`src/edge_line_pkg.sv`:
```
// Package: register map, reset values and widths for the edge line controller
package edge_line_pkg;
    localparam int LINE_COUNT = 19;
    localparam int GPIO_LINES = 16;
    localparam int LINE_VOLTAGE = 16;
    localparam int LINE_ALARM = 17;
    localparam int SEL_WIDTH = 4;
    localparam int PORT_COUNT = 5;
    localparam logic [SEL_WIDTH-1:0] SEL_PORT_A = 4'h0;
    localparam logic [SEL_WIDTH-1:0] SEL_PORT_E = 4'h4;
    localparam logic [11:0] OFF_INT_MASK = 12'h000;
    localparam logic [11:0] OFF_EVT_MASK = 12'h004;
    localparam logic [11:0] OFF_RISE_EN = 12'h008;
    localparam logic [11:0] OFF_FALL_EN = 12'h00C;
    localparam logic [11:0] OFF_SOFT_TRIG = 12'h010;
    localparam logic [11:0] OFF_PENDING = 12'h014;
    localparam logic [18:0] REG_RESET = 19'h00000;
    localparam logic [1:0] RESP_OKAY = 2'h0;
    localparam logic [1:0] RESP_SLVERR = 2'h2;
endpackage

```
`src/edge_line_controller.sv`:
```
// Edge-detecting interrupt and event controller with an AXI4-Lite register bank
// How it works
// - Enabled edge on interrupt-unmasked line raises request and sets pending flag.
// - Writing one to a pending bit clears it; zero leaves it.
// - Enabled edge on event-unmasked line pulses event output, no pending flag.
// - With interrupt mask set, writing one to a clear soft trigger sets pending.
// - Soft trigger bit stays set until its pending flag is cleared.
// - Interrupt mask bit zero blocks the line request, one passes it.
// - Event mask bit zero blocks the event, one allows the pulse.
// - Rising enable makes rising edges trigger both interrupt and event paths.
// - Falling enable makes falling edges trigger both interrupt and event paths.
// - Both enables set: either transition triggers.
// - Rising edge during a rising-enable write does not set pending.
// - Falling edge during a falling-enable write does not set pending.
// - Pending reads zero until a trigger, then one until cleared.
// - Bits 31 to 19 of every register read as zero.
// - Line 16 is voltage detector output, line 17 the alarm event.
// - Lines 0 to 15 each come from the same-numbered pin of a port.
// - A 4-bit selector per line picks port A (0) to port E (4).
// - Event mode wakes the core and leaves no pending flag.
// - All six registers reset to zero.
//
// The AXI4-Lite slave port was decided locally.
`timescale 1ns/1ps
`default_nettype none

module edge_line_controller #(
    parameter int LINES = edge_line_pkg::LINE_COUNT
) (
    input wire logic I_REF_CLK,
    input wire logic I_SYS_RST,
    // Pin groups: port A..E, one bit per pin number
    input wire logic [edge_line_pkg::GPIO_LINES-1:0] I_PORT_A,
    input wire logic [edge_line_pkg::GPIO_LINES-1:0] I_PORT_B,
    input wire logic [edge_line_pkg::GPIO_LINES-1:0] I_PORT_C,
    input wire logic [edge_line_pkg::GPIO_LINES-1:0] I_PORT_D,
    input wire logic [edge_line_pkg::GPIO_LINES-1:0] I_PORT_E,
    input wire logic [edge_line_pkg::GPIO_LINES*edge_line_pkg::SEL_WIDTH-1:0] I_PIN_LINE_SELECTOR,
    input wire logic I_VOLTAGE_DETECTOR_OUTPUT,
    input wire logic I_ALARM_EVENT,
    input wire logic I_LINE_18,
    output logic [LINES-1:0] O_LINE_IRQ,
    output logic O_WAKE_EVENT,
    // AXI4-Lite slave
    input wire logic [11:0] I_AWADDR,
    input wire logic I_AWVALID,
    output logic O_AWREADY,
    input wire logic [31:0] I_WDATA,
    input wire logic [3:0] I_WSTRB,
    input wire logic I_WVALID,
    output logic O_WREADY,
    output logic [1:0] O_BRESP,
    output logic O_BVALID,
    input wire logic I_BREADY,
    input wire logic [11:0] I_ARADDR,
    input wire logic I_ARVALID,
    output logic O_ARREADY,
    output logic [31:0] O_RDATA,
    output logic [1:0] O_RRESP,
    output logic O_RVALID,
    input wire logic I_RREADY
);

    // ****************************************
    // Line source selection
    // ****************************************
    // Codes above port E select nothing, so a misprogrammed line stays quiet
    function automatic logic pick_pin(input logic [edge_line_pkg::SEL_WIDTH-1:0] sel,
                                      input logic [edge_line_pkg::PORT_COUNT-1:0] pins);
        logic r;
        r = 1'b0;
        if (sel <= edge_line_pkg::SEL_PORT_E) begin
            r = pins[sel[2:0]];
        end
        return r;
    endfunction

    logic [LINES-1:0] raw_line;
    genvar g;
    generate
        for (g = 0; g < edge_line_pkg::GPIO_LINES; g++) begin : g_pin
            assign raw_line[g] = pick_pin(I_PIN_LINE_SELECTOR[g*edge_line_pkg::SEL_WIDTH +: edge_line_pkg::SEL_WIDTH],
                {I_PORT_E[g], I_PORT_D[g], I_PORT_C[g], I_PORT_B[g], I_PORT_A[g]});
        end
    endgenerate
    assign raw_line[edge_line_pkg::LINE_VOLTAGE] = I_VOLTAGE_DETECTOR_OUTPUT;
    assign raw_line[edge_line_pkg::LINE_ALARM] = I_ALARM_EVENT;
    assign raw_line[LINES-1] = I_LINE_18;

    // ****************************************
    // Edge detection
    // ****************************************
    logic [LINES-1:0] sample;
    logic [LINES-1:0] last;
    always_ff @(posedge I_REF_CLK or posedge I_SYS_RST) begin
        if (I_SYS_RST) begin
            sample <= '0;
            last <= '0;
        end else begin
            sample <= raw_line;
            last <= sample;
        end
    end

    // ****************************************
    // Register bank
    // ****************************************
    logic [LINES-1:0] int_mask;
    logic [LINES-1:0] evt_mask;
    logic [LINES-1:0] rise_en;
    logic [LINES-1:0] fall_en;
    logic [LINES-1:0] soft_trig;
    logic [LINES-1:0] pending;

    // Write channel: address and data may arrive in either order
    logic aw_held;
    logic w_held;
    logic [11:0] aw_addr;
    logic [31:0] w_data;
    logic [3:0] w_strb;
    logic wr_fire;
    logic [LINES-1:0] wr_val;
    assign wr_fire = aw_held && w_held && !O_BVALID;
    always_comb begin
        wr_val = '0;
        for (int i = 0; i < LINES; i++) begin
            if (w_strb[i/8]) begin
                wr_val[i] = w_data[i];
            end
        end
    end

    function automatic logic hit(input logic [11:0] a, input logic [11:0] off);
        return a[11:2] == off[11:2];
    endfunction

    function automatic logic mapped(input logic [11:0] a);
        return a[11:2] <= edge_line_pkg::OFF_PENDING[11:2];
    endfunction

    logic wr_rise;
    logic wr_fall;
    logic wr_soft;
    logic wr_pend;
    assign wr_rise = wr_fire && hit(aw_addr, edge_line_pkg::OFF_RISE_EN);
    assign wr_fall = wr_fire && hit(aw_addr, edge_line_pkg::OFF_FALL_EN);
    assign wr_soft = wr_fire && hit(aw_addr, edge_line_pkg::OFF_SOFT_TRIG);
    assign wr_pend = wr_fire && hit(aw_addr, edge_line_pkg::OFF_PENDING);

    // Byte lanes: only lanes with strobe can change; others keep old bits
    function automatic logic [LINES-1:0] merge(input logic [LINES-1:0] old, input logic [LINES-1:0] nv,
                                               input logic [3:0] st);
        logic [LINES-1:0] r;
        r = old;
        for (int i = 0; i < LINES; i++) begin
            if (st[i/8]) begin
                r[i] = nv[i];
            end
        end
        return r;
    endfunction

    logic [LINES-1:0] rise_hit;
    logic [LINES-1:0] fall_hit;
    logic [LINES-1:0] trig;
    // An edge coinciding with a write to its enable register is dropped
    assign rise_hit = sample & ~last & rise_en & ~(wr_rise ? {LINES{1'b1}} : '0);
    assign fall_hit = ~sample & last & fall_en & ~(wr_fall ? {LINES{1'b1}} : '0);
    assign trig = rise_hit | fall_hit;

    logic [LINES-1:0] soft_set;
    assign soft_set = wr_soft ? (wr_val & ~soft_trig & int_mask) : '0;
    logic [LINES-1:0] pend_clr;
    assign pend_clr = wr_pend ? wr_val : '0;

    always_ff @(posedge I_REF_CLK or posedge I_SYS_RST) begin
        if (I_SYS_RST) begin
            int_mask <= edge_line_pkg::REG_RESET;
            evt_mask <= edge_line_pkg::REG_RESET;
            rise_en <= edge_line_pkg::REG_RESET;
            fall_en <= edge_line_pkg::REG_RESET;
        end else if (wr_fire) begin
            if (hit(aw_addr, edge_line_pkg::OFF_INT_MASK)) begin
                int_mask <= merge(int_mask, wr_val, w_strb);
            end
            if (hit(aw_addr, edge_line_pkg::OFF_EVT_MASK)) begin
                evt_mask <= merge(evt_mask, wr_val, w_strb);
            end
            if (wr_rise) begin
                rise_en <= merge(rise_en, wr_val, w_strb);
            end
            if (wr_fall) begin
                fall_en <= merge(fall_en, wr_val, w_strb);
            end
        end
    end

    // Set wins over a clear arriving in the same cycle
    always_ff @(posedge I_REF_CLK or posedge I_SYS_RST) begin
        if (I_SYS_RST) begin
            pending <= edge_line_pkg::REG_RESET;
        end else begin
            pending <= (pending & ~pend_clr) | (trig & int_mask) | soft_set;
        end
    end

    always_ff @(posedge I_REF_CLK or posedge I_SYS_RST) begin
        if (I_SYS_RST) begin
            soft_trig <= edge_line_pkg::REG_RESET;
        end else begin
            soft_trig <= (soft_trig & ~pend_clr) | soft_set;
        end
    end

    // ****************************************
    // Outputs to the core
    // ****************************************
    logic [LINES-1:0] evt_soft;
    assign evt_soft = wr_soft ? (wr_val & ~soft_trig & evt_mask) : '0;
    always_ff @(posedge I_REF_CLK or posedge I_SYS_RST) begin
        if (I_SYS_RST) begin
            O_LINE_IRQ <= '0;
            O_WAKE_EVENT <= 1'b0;
        end else begin
            O_LINE_IRQ <= ((pending & ~pend_clr) | (trig & int_mask) | soft_set) & int_mask;
            // Event path never touches pending, so nothing to clear after wake-up
            O_WAKE_EVENT <= |((trig & evt_mask) | evt_soft);
        end
    end

    // ****************************************
    // AXI4-Lite handshakes
    // ****************************************
    always_ff @(posedge I_REF_CLK or posedge I_SYS_RST) begin
        if (I_SYS_RST) begin
            aw_held <= 1'b0;
            aw_addr <= '0;
            O_AWREADY <= 1'b1;
        end else if (I_AWVALID && O_AWREADY) begin
            aw_held <= 1'b1;
            aw_addr <= I_AWADDR;
            O_AWREADY <= 1'b0;
        end else if (wr_fire) begin
            aw_held <= 1'b0;
        end else if (!aw_held && !O_BVALID) begin
            // Reopen only after the response is taken, so one write is under way at a time
            O_AWREADY <= 1'b1;
        end
    end

    always_ff @(posedge I_REF_CLK or posedge I_SYS_RST) begin
        if (I_SYS_RST) begin
            w_held <= 1'b0;
            w_data <= '0;
            w_strb <= '0;
            O_WREADY <= 1'b1;
        end else if (I_WVALID && O_WREADY) begin
            w_held <= 1'b1;
            w_data <= I_WDATA;
            w_strb <= I_WSTRB;
            O_WREADY <= 1'b0;
        end else if (wr_fire) begin
            w_held <= 1'b0;
        end else if (!w_held && !O_BVALID) begin
            O_WREADY <= 1'b1;
        end
    end

    always_ff @(posedge I_REF_CLK or posedge I_SYS_RST) begin
        if (I_SYS_RST) begin
            O_BVALID <= 1'b0;
            O_BRESP <= edge_line_pkg::RESP_OKAY;
        end else if (wr_fire) begin
            O_BVALID <= 1'b1;
            O_BRESP <= mapped(aw_addr) ? edge_line_pkg::RESP_OKAY : edge_line_pkg::RESP_SLVERR;
        end else if (O_BVALID && I_BREADY) begin
            O_BVALID <= 1'b0;
        end
    end

    function automatic logic [31:0] read_word(input logic [11:0] a, input logic [LINES-1:0] im,
        input logic [LINES-1:0] em, input logic [LINES-1:0] re, input logic [LINES-1:0] fe,
        input logic [LINES-1:0] st, input logic [LINES-1:0] pd);
        logic [31:0] r;
        r = '0;
        if (hit(a, edge_line_pkg::OFF_INT_MASK)) r[LINES-1:0] = im;
        if (hit(a, edge_line_pkg::OFF_EVT_MASK)) r[LINES-1:0] = em;
        if (hit(a, edge_line_pkg::OFF_RISE_EN)) r[LINES-1:0] = re;
        if (hit(a, edge_line_pkg::OFF_FALL_EN)) r[LINES-1:0] = fe;
        if (hit(a, edge_line_pkg::OFF_SOFT_TRIG)) r[LINES-1:0] = st;
        if (hit(a, edge_line_pkg::OFF_PENDING)) r[LINES-1:0] = pd;
        return r;
    endfunction

    always_ff @(posedge I_REF_CLK or posedge I_SYS_RST) begin
        if (I_SYS_RST) begin
            O_ARREADY <= 1'b1;
            O_RVALID <= 1'b0;
            O_RDATA <= '0;
            O_RRESP <= edge_line_pkg::RESP_OKAY;
        end else if (I_ARVALID && O_ARREADY) begin
            O_ARREADY <= 1'b0;
            O_RVALID <= 1'b1;
            O_RDATA <= read_word(I_ARADDR, int_mask, evt_mask, rise_en, fall_en, soft_trig, pending);
            O_RRESP <= mapped(I_ARADDR) ? edge_line_pkg::RESP_OKAY : edge_line_pkg::RESP_SLVERR;
        end else if (O_RVALID && I_RREADY) begin
            O_RVALID <= 1'b0;
            O_ARREADY <= 1'b1;
        end
    end

    // ****************************************
    // Checks
    // ****************************************
    a_pend_on_edge: assert property (@(posedge I_REF_CLK) disable iff (I_SYS_RST)
        (trig[0] && int_mask[0]) |=> pending[0]) else $error("edge did not set pending");
    a_pend_clear: assert property (@(posedge I_REF_CLK) disable iff (I_SYS_RST)
        (pend_clr[0] && !trig[0] && !soft_set[0]) |=> !pending[0]) else $error("pending not cleared");
    a_event_no_pend: assert property (@(posedge I_REF_CLK) disable iff (I_SYS_RST)
        (trig[2] && evt_mask[2] && !int_mask[2] && !pending[2] && !soft_set[2]) |=> (O_WAKE_EVENT && !pending[2]))
        else $error("event path misbehaved");
    a_soft_sets: assert property (@(posedge I_REF_CLK) disable iff (I_SYS_RST)
        soft_set[4] |=> (pending[4] && soft_trig[4])) else $error("soft trigger did not set pending");
    a_soft_hold: assert property (@(posedge I_REF_CLK) disable iff (I_SYS_RST)
        (soft_trig[4] && !pend_clr[4]) |=> soft_trig[4]) else $error("soft trigger dropped");
    a_irq_masked: assert property (@(posedge I_REF_CLK) disable iff (I_SYS_RST)
        (!int_mask[3] && !$past(int_mask[3])) |-> !O_LINE_IRQ[3]) else $error("masked line raised irq");
    a_rise_blocked: assert property (@(posedge I_REF_CLK) disable iff (I_SYS_RST)
        (wr_rise && !fall_hit[4] && !soft_set[4] && !pending[4]) |=> !pending[4]) else $error("edge during write");
    a_irq_follows: assert property (@(posedge I_REF_CLK) disable iff (I_SYS_RST)
        $rose(pending[5]) |-> O_LINE_IRQ[5]) else $error("irq not tied to pending");
    a_rdata_reserved: assert property (@(posedge I_REF_CLK) disable iff (I_SYS_RST)
        O_RVALID |-> (O_RDATA[31:19] == 13'h0000)) else $error("reserved bits nonzero");
    a_edge_once: assert property (@(posedge I_REF_CLK) disable iff (I_SYS_RST)
        rise_hit[0] |=> !rise_hit[0]) else $error("edge triggered twice");
    // Each check watches a line that the tests toggle or soft-trigger, so none sits idle
    a_rise_trig: assert property (@(posedge I_REF_CLK) disable iff (I_SYS_RST)
        (sample[0] && !last[0] && rise_en[0] && !wr_rise && int_mask[0]) |=> pending[0])
        else $error("rising edge missed");
    a_fall_trig: assert property (@(posedge I_REF_CLK) disable iff (I_SYS_RST)
        (!sample[16] && last[16] && fall_en[16] && !wr_fall && int_mask[16]) |=> pending[16])
        else $error("falling edge missed");
    a_both_edges: assert property (@(posedge I_REF_CLK) disable iff (I_SYS_RST)
        ((sample[17] != last[17]) && rise_en[17] && fall_en[17] && !wr_rise && !wr_fall) |-> trig[17])
        else $error("transition not a trigger");
    a_fall_blocked: assert property (@(posedge I_REF_CLK) disable iff (I_SYS_RST)
        (wr_fall && !rise_hit[4] && !soft_set[4] && !pending[4]) |=> !pending[4])
        else $error("edge during write");
    a_event_masked: assert property (@(posedge I_REF_CLK) disable iff (I_SYS_RST)
        (((trig & evt_mask) | evt_soft) == '0) |=> !O_WAKE_EVENT)
        else $error("masked event pulsed");
    a_soft_event: assert property (@(posedge I_REF_CLK) disable iff (I_SYS_RST)
        (evt_soft[2] && !int_mask[2] && !pending[2]) |=> (O_WAKE_EVENT && !pending[2]))
        else $error("soft event misbehaved");
    a_soft_masked: assert property (@(posedge I_REF_CLK) disable iff (I_SYS_RST)
        (wr_soft && wr_val[3] && !int_mask[3] && !pending[3]) |=> !pending[3])
        else $error("masked soft trigger set pending");
    a_soft_clear: assert property (@(posedge I_REF_CLK) disable iff (I_SYS_RST)
        (pend_clr[4] && !soft_set[4]) |=> !soft_trig[4])
        else $error("soft trigger not cleared");
    a_pend_hold: assert property (@(posedge I_REF_CLK) disable iff (I_SYS_RST)
        (pending[0] && !pend_clr[0]) |=> pending[0])
        else $error("pending dropped");
    a_write_zero: assert property (@(posedge I_REF_CLK) disable iff (I_SYS_RST)
        (wr_pend && !wr_val[5] && pending[5]) |=> pending[5])
        else $error("zero write cleared pending");
    a_irq_drop: assert property (@(posedge I_REF_CLK) disable iff (I_SYS_RST)
        (pend_clr[0] && !trig[0] && !soft_set[0]) |=> !O_LINE_IRQ[0])
        else $error("irq outlived pending");
endmodule

`default_nettype wire

```
`config.mk`:
```
export PLATFORM = sky130hd
export DESIGN_NAME = edge_line_controller
export DESIGN_NICKNAME = d
export VERILOG_FILES = /design/src/edge_line_pkg.sv /design/src/edge_line_controller.sv
export SDC_FILE = /design/constraint.sdc
export NUM_CORES = 1
export LEC_CHECK = 0
export ABC_AREA = 1
export BUFFER_PORTS_ARGS = -buffer_cell sky130_fd_sc_hd__buf_2
export CAP_MARGIN = 10
export CORE_MARGIN = 2
export CORE_UTILIZATION = 55
export CTS_CLUSTER_DIAMETER = 100
export CTS_CLUSTER_SIZE = 24
export DETAILED_ROUTE_END_ITERATION = 6
export PLACE_DENSITY = 0.81
export SLEW_MARGIN = 20
export SYNTH_ARGS = -nofsm -noshare
export SYNTH_HDL_FRONTEND = slang
export SYNTH_SLANG_ARGS = --single-unit
```
`constraint.sdc`:
```
create_clock -name I_REF_CLK -period 11.17 [get_ports I_REF_CLK]
set_input_delay 0.5585 -clock I_REF_CLK [delete_from_list [all_inputs] [get_ports I_REF_CLK]]
set_output_delay 0.5585 -clock I_REF_CLK [all_outputs]
set_load 0.02 [all_outputs]
```
==> results.cfg <==
[status]
status = finished, final reports clean

[sta]
slew_headroom_pct = 36.9
fin_crit_sh_pct = 25.0
max_freq_mhz = 358
skew_ps = 14.0
fin_tns_setup_ps = 0
setup_viol = 0
hold_violations = 0
drv_slew = 0
tightestPinTransition_ps = 944
rsz0062_at_grt = no
post-route-min-period_ps = 2800

[pwr]
comb_power_share_pct = 24.7
p_leak_nw = 6.78
sw_frac_of_total_pct = 35.2
pwr-share-seq_pct = 51.7
power_frac_clock_pct = 23.6
switchingPower_mw = 0.728
p_per_area_mw_per_mm2 = 159
p_int_mw = 1.34
worst_ir_drop_vdd_uv = 91.0

[yosys]
synth_top_area_share_pct = 50.8
synth_common_cells = 347 x nand2_1, 229 x dfrtp_1, 202 x o21ai_0
netlist_instances = 1395
synth_most_common_cell = nand2_1
yosys-top-cells-area = dfrtp_1 51%, nand2_1 12%, o21ai_0 9.0%
synthFlopType = dfrtp_1
synth_top_area_cell = dfrtp_1
ys_seq_area_share_pct = 51.5
ys_async_sr_fraction_pct = 100
ys.warnings.count = 0
synth_edf_count = 0
synth.distinct_cells = 43
syn_avg_cell_area_um2 = 8.09
syn_area_mm2 = 0.0113
ys_ff_latch = 232

[route]
vias_per_cell = 5.51
met2_length_um = 14500
drt_iter0_drc = 828
post_drt_wl_per_cell_um = 15.9
ant_nets = 0
routed_wl_um = 30100
vias = 10500
routed.top_layer = met5
drt-pass1-iter-count = 6
drcViolationCount = 0
met1_length_um = 11700
dr_wl_met3_um = 2870

[clocking]
worstSkewPairLatency_ps = 480
ctsHoldBuffers = 0
cts_sinks = 232
cts_buffer_depth = 3
cts-buffers-inserted = 13
root_buffer = clkbuf_16
ctsResizeCount = 0
cts.clk_slew.worst_paths_ps = 100
cts_tree = yes
cts_setup_buffers = 0
cts_max_level = 1

[worst_setup_path]
crit_family = simple AND/OR/NAND/NOR gates
reg2reg_from = O_BVALID
cp-end-kind = flop
cpPeakStageDelay_ps = 520
critical_path_buf_inv_count = 2
slowest_stage = nand2_2
r2r_cells = 7
required_ps = 11530
worstPathCellList = inv_2 > nand3_4 > nor2_8 > nand2_2 > inv_1 > nand2_1 > o21ai_0
ff2ff_setup_slack_ps = 8370
r2r-end = rise_en[2]
cp.arrival_ps = 3160
crit_path_start_kind = flop
crit_type = flop to flop
cp_max_fo = 21

[final_layout]
finalNonFillerCells = 1899
nNetsFinal = 1840
drive_above_1_share_pct = 19.5
nFillCells = 1733
antenna_cells = 0
syn2layout_area_growth_pct = 15.4

[grt]
antenna_found_initial = 1
grt_pass1_vias = 9862
grt_max_degree = 157
grt_pass1_wl_um = 48100
grt.total_usage_pct = 27.7
grt_overflow_total = 0

[run]
drv_cap = 0

[place]
dpl.hpwl_um = 20400
gp_congestion = 0.912
placedCellCount = 1881
io_buffers = 241

[floorplanning]
num_rows = 52
fp.dieW_um = 147
die_area_mm2 = 0.0217
core-area_mm2 = 0.0202
die_y_um = 147
initial_core_util_pct = 55.9
io_pins = 275

[hold_path]
worstHoldPathType = input pin to async pin
placed cells by master, fill, tap and decap left out, types with 2 or more instances in the layout:
cell,synthesis,final
or2_2,7,7
a21oi_1,60,60
buf_4,16,8
o21ai_2,16,16
o31ai_1,21,21
nand2_1,347,347
nand2_2,6,6
nor3_1,13,13
clkbuf_1,17,4
nor2_2,4,4
clkbuf_16,0,13
a211oi_1,2,2
dfrtp_1,229,229
nor2_1,117,117
inv_1,172,171
and3_1,5,5
o211ai_1,3,3
nand4_1,11,11
inv_2,4,4
nor4_4,1,2
conb_1,1,15
dfstp_2,3,3
nor2_4,2,2
o21ai_0,202,202
nand3_1,67,67
nand3_2,3,3
nor3b_1,6,6
o2111ai_1,6,6
buf_2,9,241
o21ai_1,11,11
mux2i_1,16,16
area by class of cell:
cell class	count	area, um^2	share of cell area [%]
Sequential cell	232	5810	44.6
Multi-Input combinational cell	953	4580	35.2
Timing Repair Buffer	249	1270	9.72
Inverter	177	677	5.20
Clock buffer	17	340	2.61
Tap cell	270	338	2.59
Clock inverter	1	8.76	0.0672
stage by stage:
| step | setup slack [ps] | power [mW] | hold slack (ps) | util (%) | area [um^2] |
|---|---|---|---|---|---|
| floorplan | 4260 | 1.41 | 354 | - | 11300 |
| finish | 8370 | 2.07 | 185 | 64.6 | 13000 |
| global placement | 8580 | 1.57 | 360 | 62.8 | 12700 |
| CTS | 8450 | 2.07 | 172 | 64.5 | 13000 |
| global route | 8260 | 2.18 | 165 | 64.6 | 13000 |
| detailed placement | 8500 | 1.59 | 360 | 62.8 | 12700 |
metal layers:
layer / GRT usage [%] / vias up
met3: 5.31 / 85
met1: 35.6 / 4904
met2: 47.0 / 517
li1: - / 4959
met4: 10.2 / 2
met5: 0 / -
power by group through the flow:
stage	combinational (mW)	sequential (mW)	clock, mW
2_1_floorplan	0.333	1.07	0
3_3_place_gp	0.490	1.08	0
3_5_place_dp	0.504	1.08	0
4_1_cts	0.509	1.06	0.493
5_1_grt	0.576	1.08	0.523
6_report	0.510	1.07	0.487
how the worst max path moves through the flow:
stage | startpoint | end | cells past startpoint
3_3_place_gp | O_BVALID | rise_en[8] | 7
4_1_cts | O_BVALID | rise_en[2] | 7
5_1_grt | O_BVALID | rise_en[2] | 7
3_5_place_dp | O_BVALID | rise_en[12] | 7
6_report | O_BVALID | rise_en[2] | 7
2_1_floorplan | I_SYS_RST | O_BRESP[1] | 1
kinds of logic (layout without fill, tap and decap cells):
logic type             after synthesis  in the layout  share of synthesized area [%]
AO/OA/AOI/OAI                      323            323                           15.7
buffers and inverters              224            444                           8.42
flip-flops                         232            232                           51.5
multiplexers                        16             16                           1.42
other                                1             15                         0.0332
AND/OR/NAND/NOR                    599            599                           22.9
(Power assumes the default switching activity.)
